File: src/rtl/cwg_map.svh
// Purpose: Offsets, field positions, reset values and mode encodings of the waveform generator
// Assumes: AHB-Lite register slave with 32-bit words
// Notes:   Mode encodings keep the forward/reverse pair apart in bit 0 only
`ifndef CWG_MAP_SVH
`define CWG_MAP_SVH
// Register byte offsets
`define CWG_OFS_CTRL0    8'h00
`define CWG_OFS_CTRL1    8'h04
`define CWG_OFS_DBAND    8'h08
`define CWG_OFS_SHUT     8'h0C
`define CWG_OFS_STEER    8'h10
`define CWG_OFS_STATUS   8'h14
// Control 0 fields
`define CWG_C0_MODE_LSB  0
`define CWG_C0_EN_BIT    7
// Control 1 fields: polarity a..d
`define CWG_C1_POL_LSB   0
// Dead band fields
`define CWG_DB_RISE_LSB  0
`define CWG_DB_FALL_LSB  8
`define CWG_DB_REN_BIT   16
`define CWG_DB_FEN_BIT   17
// Shutdown fields
`define CWG_SD_SRC_LSB   0
`define CWG_SD_OVR_LSB   8
`define CWG_SD_REN_BIT   16
`define CWG_SD_SW_BIT    17
// Mode encodings
`define CWG_MODE_STEER_S 3'h0
`define CWG_MODE_STEER_A 3'h1
`define CWG_MODE_FB_FWD  3'h2
`define CWG_MODE_FB_REV  3'h3
`define CWG_MODE_HALF    3'h4
`define CWG_MODE_PUSH    3'h5
// Reset values
`define CWG_RST_WORD     32'h0000_0000
`endif

File: src/rtl/cwg_pkg.sv
// Purpose: Types shared by the waveform generator
// Assumes: Constants live in cwg_map.svh
// Notes:   None
package cwg_pkg;
    typedef struct packed {
        logic [2:0] mode;
        logic       en;
        logic [3:0] pol;
        logic [5:0] rise_cnt;
        logic [5:0] fall_cnt;
        logic       rise_en;
        logic       fall_en;
        logic [3:0] sd_src;
        logic [7:0] sd_ovr;
        logic       sd_restart;
        logic [3:0] steer;
    } cwg_cfg_t;

    typedef struct packed {
        logic        hready;
        logic [31:0] hrdata;
        logic        sel;
        logic        wr;
        logic [7:0]  addr;
    } cwg_bus_t;

    typedef struct packed {
        cwg_cfg_t   cfg;
        cwg_bus_t   bus;
        logic [1:0] in_sync;
        logic       in_prev;
        logic [3:0] sd_meta;
        logic [3:0] sd_sync;
        logic       shut;
        logic       sw_shut;
        logic       a_raw;
        logic       b_raw;
        logic [5:0] dly;
        logic       sync_steer_ld;
        logic [3:0] steer_act;
        logic [3:0] outs;
    } cwg_state_t;
endpackage : cwg_pkg

File: src/rtl/cwg_top.sv
// Purpose: Complementary waveform generator with dead band and auto-shutdown
// Assumes: Pulse input and shutdown sources are asynchronous and are synchronised
// Notes:   Dead band counts in clk_sys cycles; outputs are registered
// Notes on behaviour
// - Two primary waveforms from the selected input
// - Half-bridge: turn-on delayed after other output turns off
// - Three-bit field picks one of six modes
// - One input, four outputs, shutdown always
// - Half-bridge gives true and inverted copies
// - Steering ignored in half-bridge mode
// - Half-bridge and push-pull: outputs c,d copy a,b, own polarity
// - Full-bridge: three static, one modulated
// - Mode bit 0 flips bridge direction live
// - Each output has its own polarity
// - Separate 6-bit rise and fall counts, one shared delay counter
// - Shutdown ends drive promptly on fault
`include "cwg_map.svh"
`timescale 1ns/1ps
`default_nettype none
module cwg_top #(
    parameter int NUM_SRC = 4
) (
    // Clock and reset
    input  wire logic               clk_sys,
    input  wire logic               rst,
    // AHB-Lite slave
    input  wire logic               hsel,
    input  wire logic [31:0]        haddr,
    input  wire logic [1:0]         htrans,
    input  wire logic               hwrite,
    input  wire logic [2:0]         hsize,
    input  wire logic [31:0]        hwdata,
    input  wire logic               hready,
    output logic                    hreadyout,
    output logic [31:0]             hrdata,
    output logic                    hresp,
    // Pulse input and shutdown sources
    input  wire logic               pulse_in,
    input  wire logic [NUM_SRC-1:0] shutdown_src,
    // Outputs to the bridge drivers
    output logic                    output_a,
    output logic                    output_b,
    output logic                    output_c,
    output logic                    output_d,
    output logic                    shutdown_active
);
    cwg_pkg::cwg_state_t s_q;
    cwg_pkg::cwg_state_t s_d;

    function automatic logic [1:0] ovr_lvl(input logic [1:0] code, input logic pol);
        // 00 inactive, 01 active, 1x drive the output pin low/high fixed
        case (code)
            2'h0:    ovr_lvl = {1'b1, pol};
            2'h1:    ovr_lvl = {1'b1, ~pol};
            2'h2:    ovr_lvl = {1'b1, 1'b0};
            default: ovr_lvl = {1'b1, 1'b1};
        endcase
    endfunction : ovr_lvl

    logic       in_s;
    logic       fault;
    logic       a_tgt;
    logic       b_tgt;
    logic [3:0] raw;
    logic [3:0] st;
    logic [1:0] ov;
    logic [31:0] rd;

    always_comb begin
        s_d = s_q;
        in_s = s_q.in_sync[1];
        fault = |(s_q.sd_sync & s_q.cfg.sd_src) | s_q.sw_shut;
        a_tgt = 1'b0;
        b_tgt = 1'b0;
        raw = 4'h0;
        st = 4'h0;
        ov = 2'h0;
        rd = `CWG_RST_WORD;

        // Bus: data phase follows a one-cycle address phase, zero wait states
        s_d.bus.hready = 1'b1;
        if (s_q.bus.sel && s_q.bus.wr) begin
            case (s_q.bus.addr)
                `CWG_OFS_CTRL0: begin
                    s_d.cfg.mode = hwdata[`CWG_C0_MODE_LSB +: 3];
                    s_d.cfg.en   = hwdata[`CWG_C0_EN_BIT];
                end
                `CWG_OFS_CTRL1: s_d.cfg.pol = hwdata[`CWG_C1_POL_LSB +: 4];
                `CWG_OFS_DBAND: begin
                    s_d.cfg.rise_cnt = hwdata[`CWG_DB_RISE_LSB +: 6];
                    s_d.cfg.fall_cnt = hwdata[`CWG_DB_FALL_LSB +: 6];
                    s_d.cfg.rise_en  = hwdata[`CWG_DB_REN_BIT];
                    s_d.cfg.fall_en  = hwdata[`CWG_DB_FEN_BIT];
                end
                `CWG_OFS_SHUT: begin
                    s_d.cfg.sd_src     = hwdata[`CWG_SD_SRC_LSB +: 4];
                    s_d.cfg.sd_ovr     = hwdata[`CWG_SD_OVR_LSB +: 8];
                    s_d.cfg.sd_restart = hwdata[`CWG_SD_REN_BIT];
                    s_d.sw_shut        = hwdata[`CWG_SD_SW_BIT];
                end
                `CWG_OFS_STEER: s_d.cfg.steer = hwdata[3:0];
                default: ;
            endcase
        end
        s_d.bus.sel  = hsel && hready && htrans[1];
        s_d.bus.wr   = hwrite;
        s_d.bus.addr = haddr[7:0];
        if (hsel && hready && htrans[1] && !hwrite) begin
            case (haddr[7:0])
                `CWG_OFS_CTRL0: rd = {24'h0, s_q.cfg.en, 4'h0, s_q.cfg.mode};
                `CWG_OFS_CTRL1: rd = {28'h0, s_q.cfg.pol};
                `CWG_OFS_DBAND: rd = {14'h0, s_q.cfg.fall_en, s_q.cfg.rise_en,
                                      2'h0, s_q.cfg.fall_cnt, 2'h0, s_q.cfg.rise_cnt};
                `CWG_OFS_SHUT:  rd = {14'h0, s_q.sw_shut, s_q.cfg.sd_restart,
                                      s_q.cfg.sd_ovr, 4'h0, s_q.cfg.sd_src};
                `CWG_OFS_STEER: rd = {28'h0, s_q.cfg.steer};
                `CWG_OFS_STATUS: rd = {26'h0, s_q.a_raw, s_q.b_raw, s_q.outs[3:1],
                                       s_q.shut};
                default:        rd = 32'h0000_0000;
            endcase
        end
        s_d.bus.hrdata = rd;

        // Two-flop synchronisers on pins
        s_d.in_sync = {s_q.in_sync[0], pulse_in};
        // Each source gets its own two flops so the enable mask sees clean levels
        s_d.sd_meta = 4'(shutdown_src);
        s_d.sd_sync = s_q.sd_meta;
        s_d.in_prev = in_s;

        // Shutdown latches on a fault; restart at a rising input once clear
        if (fault) begin
            s_d.shut = 1'b1;
        end else if (s_q.shut && s_q.cfg.sd_restart && in_s && !s_q.in_prev) begin
            s_d.shut = 1'b0;
        end

        // Dead band: a turn-on waits for its count on the shared counter, a turn-off is immediate
        a_tgt = in_s;
        b_tgt = ~in_s;
        if (s_q.cfg.mode == `CWG_MODE_PUSH) begin
            a_tgt = in_s && !s_q.in_prev ? ~s_q.a_raw : s_q.a_raw;
            b_tgt = 1'b0;
        end
        if (!s_q.cfg.en) begin
            s_d.a_raw = 1'b0;
            s_d.b_raw = 1'b0;
            s_d.dly   = 6'h00;
        end else if (s_q.cfg.mode == `CWG_MODE_HALF) begin
            if (!a_tgt) s_d.a_raw = 1'b0;
            if (!b_tgt) s_d.b_raw = 1'b0;
            if (a_tgt && !s_q.a_raw) begin
                if (s_q.b_raw || (s_q.cfg.rise_en && s_q.dly < s_q.cfg.rise_cnt)) begin
                    s_d.dly = s_q.b_raw ? 6'h00 : 6'(s_q.dly + 6'h01);
                end else begin
                    s_d.a_raw = 1'b1;
                    s_d.dly   = 6'h00;
                end
            end else if (b_tgt && !s_q.b_raw) begin
                if (s_q.a_raw || (s_q.cfg.fall_en && s_q.dly < s_q.cfg.fall_cnt)) begin
                    s_d.dly = s_q.a_raw ? 6'h00 : 6'(s_q.dly + 6'h01);
                end else begin
                    s_d.b_raw = 1'b1;
                    s_d.dly   = 6'h00;
                end
            end
        end else if (s_q.cfg.mode == `CWG_MODE_PUSH) begin
            s_d.a_raw = a_tgt;
            s_d.b_raw = in_s && !s_q.in_prev ? s_q.a_raw : s_q.b_raw;
        end else begin
            s_d.a_raw = in_s;
            s_d.b_raw = 1'b0;
        end

        // Synchronous steering takes new settings on a rising input
        if (s_q.cfg.mode == `CWG_MODE_STEER_A || (in_s && !s_q.in_prev)) begin
            s_d.steer_act = s_q.cfg.steer;
        end

        // Output mapping per mode
        case (s_q.cfg.mode)
            `CWG_MODE_HALF: raw = {s_q.b_raw, s_q.a_raw, s_q.b_raw, s_q.a_raw};
            `CWG_MODE_PUSH: raw = {in_s & s_q.b_raw, in_s & s_q.a_raw,
                                   in_s & s_q.b_raw, in_s & s_q.a_raw};
            `CWG_MODE_FB_FWD: raw = {in_s, 1'b0, 1'b0, 1'b1};
            `CWG_MODE_FB_REV: raw = {1'b0, 1'b1, in_s, 1'b0};
            `CWG_MODE_STEER_S, `CWG_MODE_STEER_A: begin
                st  = s_q.steer_act;
                raw = {4{in_s}} & st;
            end
            default: raw = 4'h0;
        endcase
        if (!s_q.cfg.en) raw = 4'h0;
        for (int i = 0; i < 4; i++) begin
            s_d.outs[i] = raw[i] ^ s_q.cfg.pol[i];
            if (s_q.shut || fault) begin
                ov = ovr_lvl(s_q.cfg.sd_ovr[2*i +: 2], s_q.cfg.pol[i]);
                s_d.outs[i] = ov[0];
            end
        end
    end

    always_ff @(posedge clk_sys or posedge rst) begin
        if (rst) begin
            s_q <= '0;
        end else begin
            s_q <= s_d;
        end
    end

    assign hreadyout = s_q.bus.hready;
    assign hrdata    = s_q.bus.hrdata;
    assign hresp     = 1'b0;
    assign output_a  = s_q.outs[0];
    assign output_b  = s_q.outs[1];
    assign output_c  = s_q.outs[2];
    assign output_d  = s_q.outs[3];
    assign shutdown_active = s_q.shut;
endmodule : cwg_top
`default_nettype wire

File: config.mk
export PLATFORM = sky130hd
export DESIGN_NAME = cwg_top
export DESIGN_NICKNAME = d
export VERILOG_FILES = /design/src/rtl/cwg_pkg.sv /design/src/rtl/cwg_top.sv
export VERILOG_INCLUDE_DIRS = /design/src /design/src/rtl
export SDC_FILE = /design/constraint.sdc
export NUM_CORES = 1
export LEC_CHECK = 0
export ABC_AREA = 1
export BUFFER_PORTS_ARGS = -buffer_cell sky130_fd_sc_hd__buf_4
export CORE_MARGIN = 4
export CORE_UTILIZATION = 53
export CTS_CLUSTER_SIZE = 12
export DETAILED_ROUTE_END_ITERATION = 10
export PLACE_DENSITY = 0.8
export SLEW_MARGIN = 20
export SYNTH_ARGS = -nofsm -noshare
export SYNTH_HDL_FRONTEND = slang
export SYNTH_SLANG_ARGS = --single-unit
File: constraint.sdc
create_clock -name clk_sys -period 4.2 [get_ports clk_sys]
set_clock_uncertainty 0.15 [all_clocks]
set_input_delay 1.26 -clock clk_sys [delete_from_list [all_inputs] [get_ports clk_sys]]
set_output_delay 1.26 -clock clk_sys [all_outputs]
set_load 0.01 [all_outputs]
Word-level counts from Yosys, hierarchy flattened
Cells that the tools add are included.
W data, S select, Z words.
{ "totals": {"register_bits": 111, "output_inout_bits": 39, "word_cells": 140} }
{ "classes": {"addsub": 1, "order_cmp": 2, "eq_ne": 25, "muxes": 34, "n_bitwise": 15, "reduce_logical": 36} }
{ "ops": {"columns": ["operator", "count"], "rows": [
  ["$pmux W18 S6", 1],
  ["$mux W6", 6],
  ["$eq A8 B4 Y1 const B", 4],
  ["$eq A8 B5 Y1 const B", 3],
  ["$pmux W4 S5", 1],
  ["$mux W18", 1],
  ["$eq A8 B3 Y1 const B", 2],
  ["$logic_not A8 Y1", 2],
  ["$mux W1", 16],
  ["$logic_and A1 B1 Y1", 12],
  ["$lt A6 B6 Y1", 2],
  ["$pmux W1 S3", 4],
  ["$reduce_and A2 Y1", 6],
  ["$and A4 B4 Y4", 2],
  ["$eq A2 B1 Y1 const B", 4],
  ["$eq A2 B2 Y1 const B", 4],
  ["$logic_not A2 Y1", 4],
  ["$mux W8", 1],
  ["$mux W7", 1],
  ["$add A6 B1 Y6 const B", 1],
  ["$eq A3 B2 Y1 const B", 2],
  ["$eq A3 B3 Y1 const B", 2],
  ["$not A1 Y1", 6],
  ["$logic_not A1 Y1", 4],
  ["14 further kinds", 22]
]} }

Longest topological paths before layout
{ "depth": {"ltp_word": 9, "depth_mapped": 11, "mapped_depth_nobuf": 11} }

Worst setup path after synthesis
No wires, ideal clock.
{ "synth_path": {"path_type": "input-to-reg", "from": "input haddr[7]", "to": "register s_q (netlist bit hrdata[2])", "setup_ns": 0.078, "arrival_time_ns": 2.197, "path_slack_ns": 1.775, "cell_stages": 9, "path_buffers": 0, "path_cell_list": "nor2_1 nand3_1 inv_2 nand2_1 nor2_2 nand2_1 nand2_1 inv_1 a21oi_1"} }
{ "synth_via": {"elab_chain_len": 3, "elab_cells_between_ends": 8} }
{ "synth_lines": {"columns": ["element", "line", "rtl"], "rows": [
  ["from (decl)", "cwg_top.sv:28", "input wire logic [31:0] haddr,"],
  ["$eq A8 B5 Y1, or another cell as far along", "cwg_top.sv:109", "case (haddr[7:0])"],
  ["$pmux W18 S6 (*)", "cwg_top.sv:109", null],
  ["$mux W18 (*)", "cwg_top.sv:108", "if (hsel && hready && htrans[1] && !hwrite) begin"],
  ["via rd[2]", "cwg_top.sv:67", "logic [31:0] rd;"],
  ["to (signal assigned)", "cwg_top.sv:205", "s_q <= '0;"],
  ["to (signal assigned)", "cwg_top.sv:207", "s_q <= s_d;"],
  ["to (decl)", "cwg_top.sv:47", "cwg_pkg::cwg_state_t s_q;"]
]} }
Mark *: on every way through the listed nets, which the timed path passes. The rest lies on a longest branch.
A chain may end at the register's enable or synchronous reset.

Worst setup path in the final report
{ "layout_path": {"from": "input haddr[7]", "to": "register s_q (netlist bit hrdata[9])"} }
The elaborated chain is that of the path after synthesis.

==> key figures <==
Status
  – Status: complete, no violations

Critical path
  – Critical R2R Launch: s_q[31]$_DFF_PP0_
  – CP Depth: 8
  – R2R setup slack: 2.24 ns
  – Worst Path Max Fanout: 11
  – Worst Reg-to-Reg Cells: 4
  – WP data required: 4.32 ns
  – Arr. time, crit path: 2.88 ns
  – Worst path cell trace: buf_4 > nor2_1 > nand3_1 > nor2_1 > nor2_1 > nand4_1 > nand2_1 > a21oi_1
  – Buf/Inv on CP: 1
  – WS Path Type: in -> reg
  – Critical Path Source: haddr[7]
  – Reg2reg end: s_q[97]$_DFFE_PP0P_
  – CP delay by family, top: simple AND/OR/NAND/NOR gates
  – Slowest Stage Delay on Critical Path: 0.44 ns
  – Worst setup SP type: input pin
  – Critical path endpoint: hrdata[9]$_DFF_PP0_
  – Critical path endpoint category: flop
  – Slowest CP cell: nor2_1
  – Cell repeated most along the worst path: nor2_1

STA
  – RSZ-0062 raised after global routing: false
  – Hold Slack: 0.202 ns
  – Worst slew pin tran: 0.900 ns
  – Period utilisation layout: 65.8%
  – Max-slew violation count: 0
  – Final hold vios: 0
  – Post-Route Setup TNS: 0 ns
  – Final setup violation count: 0
  – Fmax: 362 MHz
  – Max-Slew Margin vs Limit: 39.9%
  – Min cycle time layout: 2.77 ns

CTS
  – Clock transition at the registers of the reported paths: 0.08 ns
  – Longest Clk Path Bufs: 2
  – H-Tree Depth: 3
  – CTS root buf: clkbuf_8
  – Post-CTS Setup Bufs: 0
  – Hold-fix buffers, CTS: 0
  – Post_cts resized: 0
  – CTS tree: done
  – Num CTS Buffers: 9
  – Clock Sinks: 96
  – Worst-Skew Late Latency: 0.37 ns

Yosys
  – EDFF count, synth: 0
  – #FFs+latches synth: 96
  – Seq/Total Area, Yosys: 51.2%
  – Yosys top cell area share: 51.2%
  – Post-synth ARST share: 100%
  – Mean Syn Cell Area: 8.48 µm²
  – Yosys cell types: 34
  – Synth area leader: dfrtp_1
  – Syn Std Cell Area: 0.00469 mm²
  – Post-synth top flop: dfrtp_1
  – YS warnings: 0
  – Main area contributors after synthesis: dfrtp_1 (51%), nand2_1 (11%), inv_1 (5.4%)
  – Mapped Cells: 553

Routing
  – Vias: 3,766
  – DR iter-0 viols: 388
  – Post-Route WL: 10.5 mm
  – DRT Pass-1 Iters: 5
  – Post-DRT Antenna Nets: 0
  – Vias per inst: 5.28
  – DRC errors left: 0
  – Average wire per standard cell: 14.7 µm

Layout
  – Share of cells above drive strength 1: 15.9%
  – Most common cell after layout, fill and taps aside: nand2_1
  – Biggest register: s_q
  – Layout area overhead: 12.6%
  – Non-Filler Instances: 713
  – # fillers: 765
  – Number of flip-flops in the largest register: 67
  – Layout Nets: 690
  – Post-layout util: 60.9%
  – Diode count: 0
  – Most used cells in the layout excluding fill and tap cells: nand2_1 (138), dfrtp_1 (96), inv_1 (67)

Global routing
  – Overflow after GRT: 0
  – GRT Overall Usage: 21.6%
  – Pin count of the biggest net entering global routing: 53
  – First-pass GRT wire length: 17.4 mm
  – Initial antenna violation count: 0
  – Vias in the first global route: 3,728

Place
  – Port Buffers: 58
  – Placed insts: 697
  – Placer Congestion: 0.911
  – DP HPWL: 7.76 mm

Floorplanning
  – Total die area: 0.0104 mm²
  – Chip width: 102 µm
  – Starting Density: 54.1%
  – I/O Pins: 118
  – Num rows: 34
  – Die height: 102 µm
  – Core ar.: 0.00868 mm²

Pwr
  – P_leak: 0.00276 µW
  – Highest ir drop seen on vdd: 0.267 mV
  – PD cells: 328 mW/mm²

Flow run
  – # Max-Cap Violations: 0

Min path
  – Path category of the worst min-delay check: reg -> reg
==> synth_stat cells (5+ instances only) <==
| cell type | n |
|---|---|
| nand2_1 | 138 |
| dfrtp_1 | 96 |
| inv_1 | 68 |
| o21ai_0 | 49 |
| nor2_1 | 38 |
| buf_4 | 33 |
| nand3_1 | 29 |
| a21oi_1 | 25 |
| ha_1 | 11 |
| nand4_1 | 9 |
| nor3_1 | 7 |
| inv_2 | 5 |
==> cell families (layout without fill, tap and decap cells) <==
| family | Yosys count | after routing | synth area share, % |
|---|---|---|---|
| compound gates | 84 | 84 | 9.87 |
| xor+xnor | 6 | 6 | 1.12 |
| mux | 4 | 4 | 0.960 |
| buf+inv | 113 | 150 | 11.9 |
| simple gates | 237 | 237 | 21.8 |
| fa+ha+maj | 11 | 11 | 2.93 |
| other cells | 2 | 17 | 0.160 |
| flops | 96 | 96 | 51.2 |
==> per-stage QoR <==
step / setup WS (ns) / area [µm²] / power [µW]
5_1_grt: 1.33 / 5280 / 1810
6_report: 1.43 / 5280 / 1730
3_5_place_dp: 1.11 / 5070 / 1100
3_3_place_gp: 1.17 / 5070 / 1090
2_1_floorplan: 0.285 / 4750 / 1050
4_1_cts: 1.51 / 5280 / 1740
==> per-layer routing <==
layer | share of wire [%] | global-route usage (%) | vias to the layer above
li1 | - | - | 1813
met1 | 41 | 27.2 | 1778
met2 | 49 | 34.9 | 144
met3 | 6.4 | 5.05 | 31
met4 | 3.2 | 10.6 | 0
met5 | 0 | 0 | -
==> area by class of cell <==
| type | instances | area [µm²] | share of cell area [%] |
|---|---|---|---|
| sequential | 96 | 2400 | 45.5 |
| clock buffer | 11 | 131 | 2.49 |
| tap | 108 | 135 | 2.56 |
| inverter | 73 | 275 | 5.21 |
| timing repair buffer | 61 | 470 | 8.91 |
| clock inverter | 5 | 81.3 | 1.54 |
| multi-input combinational | 359 | 1790 | 33.8 |
==> power breakdown <==
part,total (µW),internal [µW],switching (µW),leakage (µW)
Combinational,119,45.1,73.8,0.00160
Sequential,963,946,16.3,0.00105
Clock,649,336,313,0.000104
Total,1730,1330,404,0.00276
==> worst min-delay path by stage <==
| stage | start | endpoint | cells after the start |
|---|---|---|---|
| after floorplan | s_d[29]$_DFF_PP0_ | in_s$_DFF_PP0_ | 0 |
| after global placement | s_d[22]$_DFF_PP0_ | s_q[22]$_DFF_PP0_ | 0 |
| after detailed placement | s_d[29]$_DFF_PP0_ | in_s$_DFF_PP0_ | 0 |
| after CTS | s_d[29]$_DFF_PP0_ | in_s$_DFF_PP0_ | 0 |
| after global routing | s_d[20]$_DFF_PP0_ | s_q[20]$_DFF_PP0_ | 0 |
| final | s_d[19]$_DFF_PP0_ | s_q[19]$_DFF_PP0_ | 0 |
Note: power is estimated with default switching activity, not from simulation.
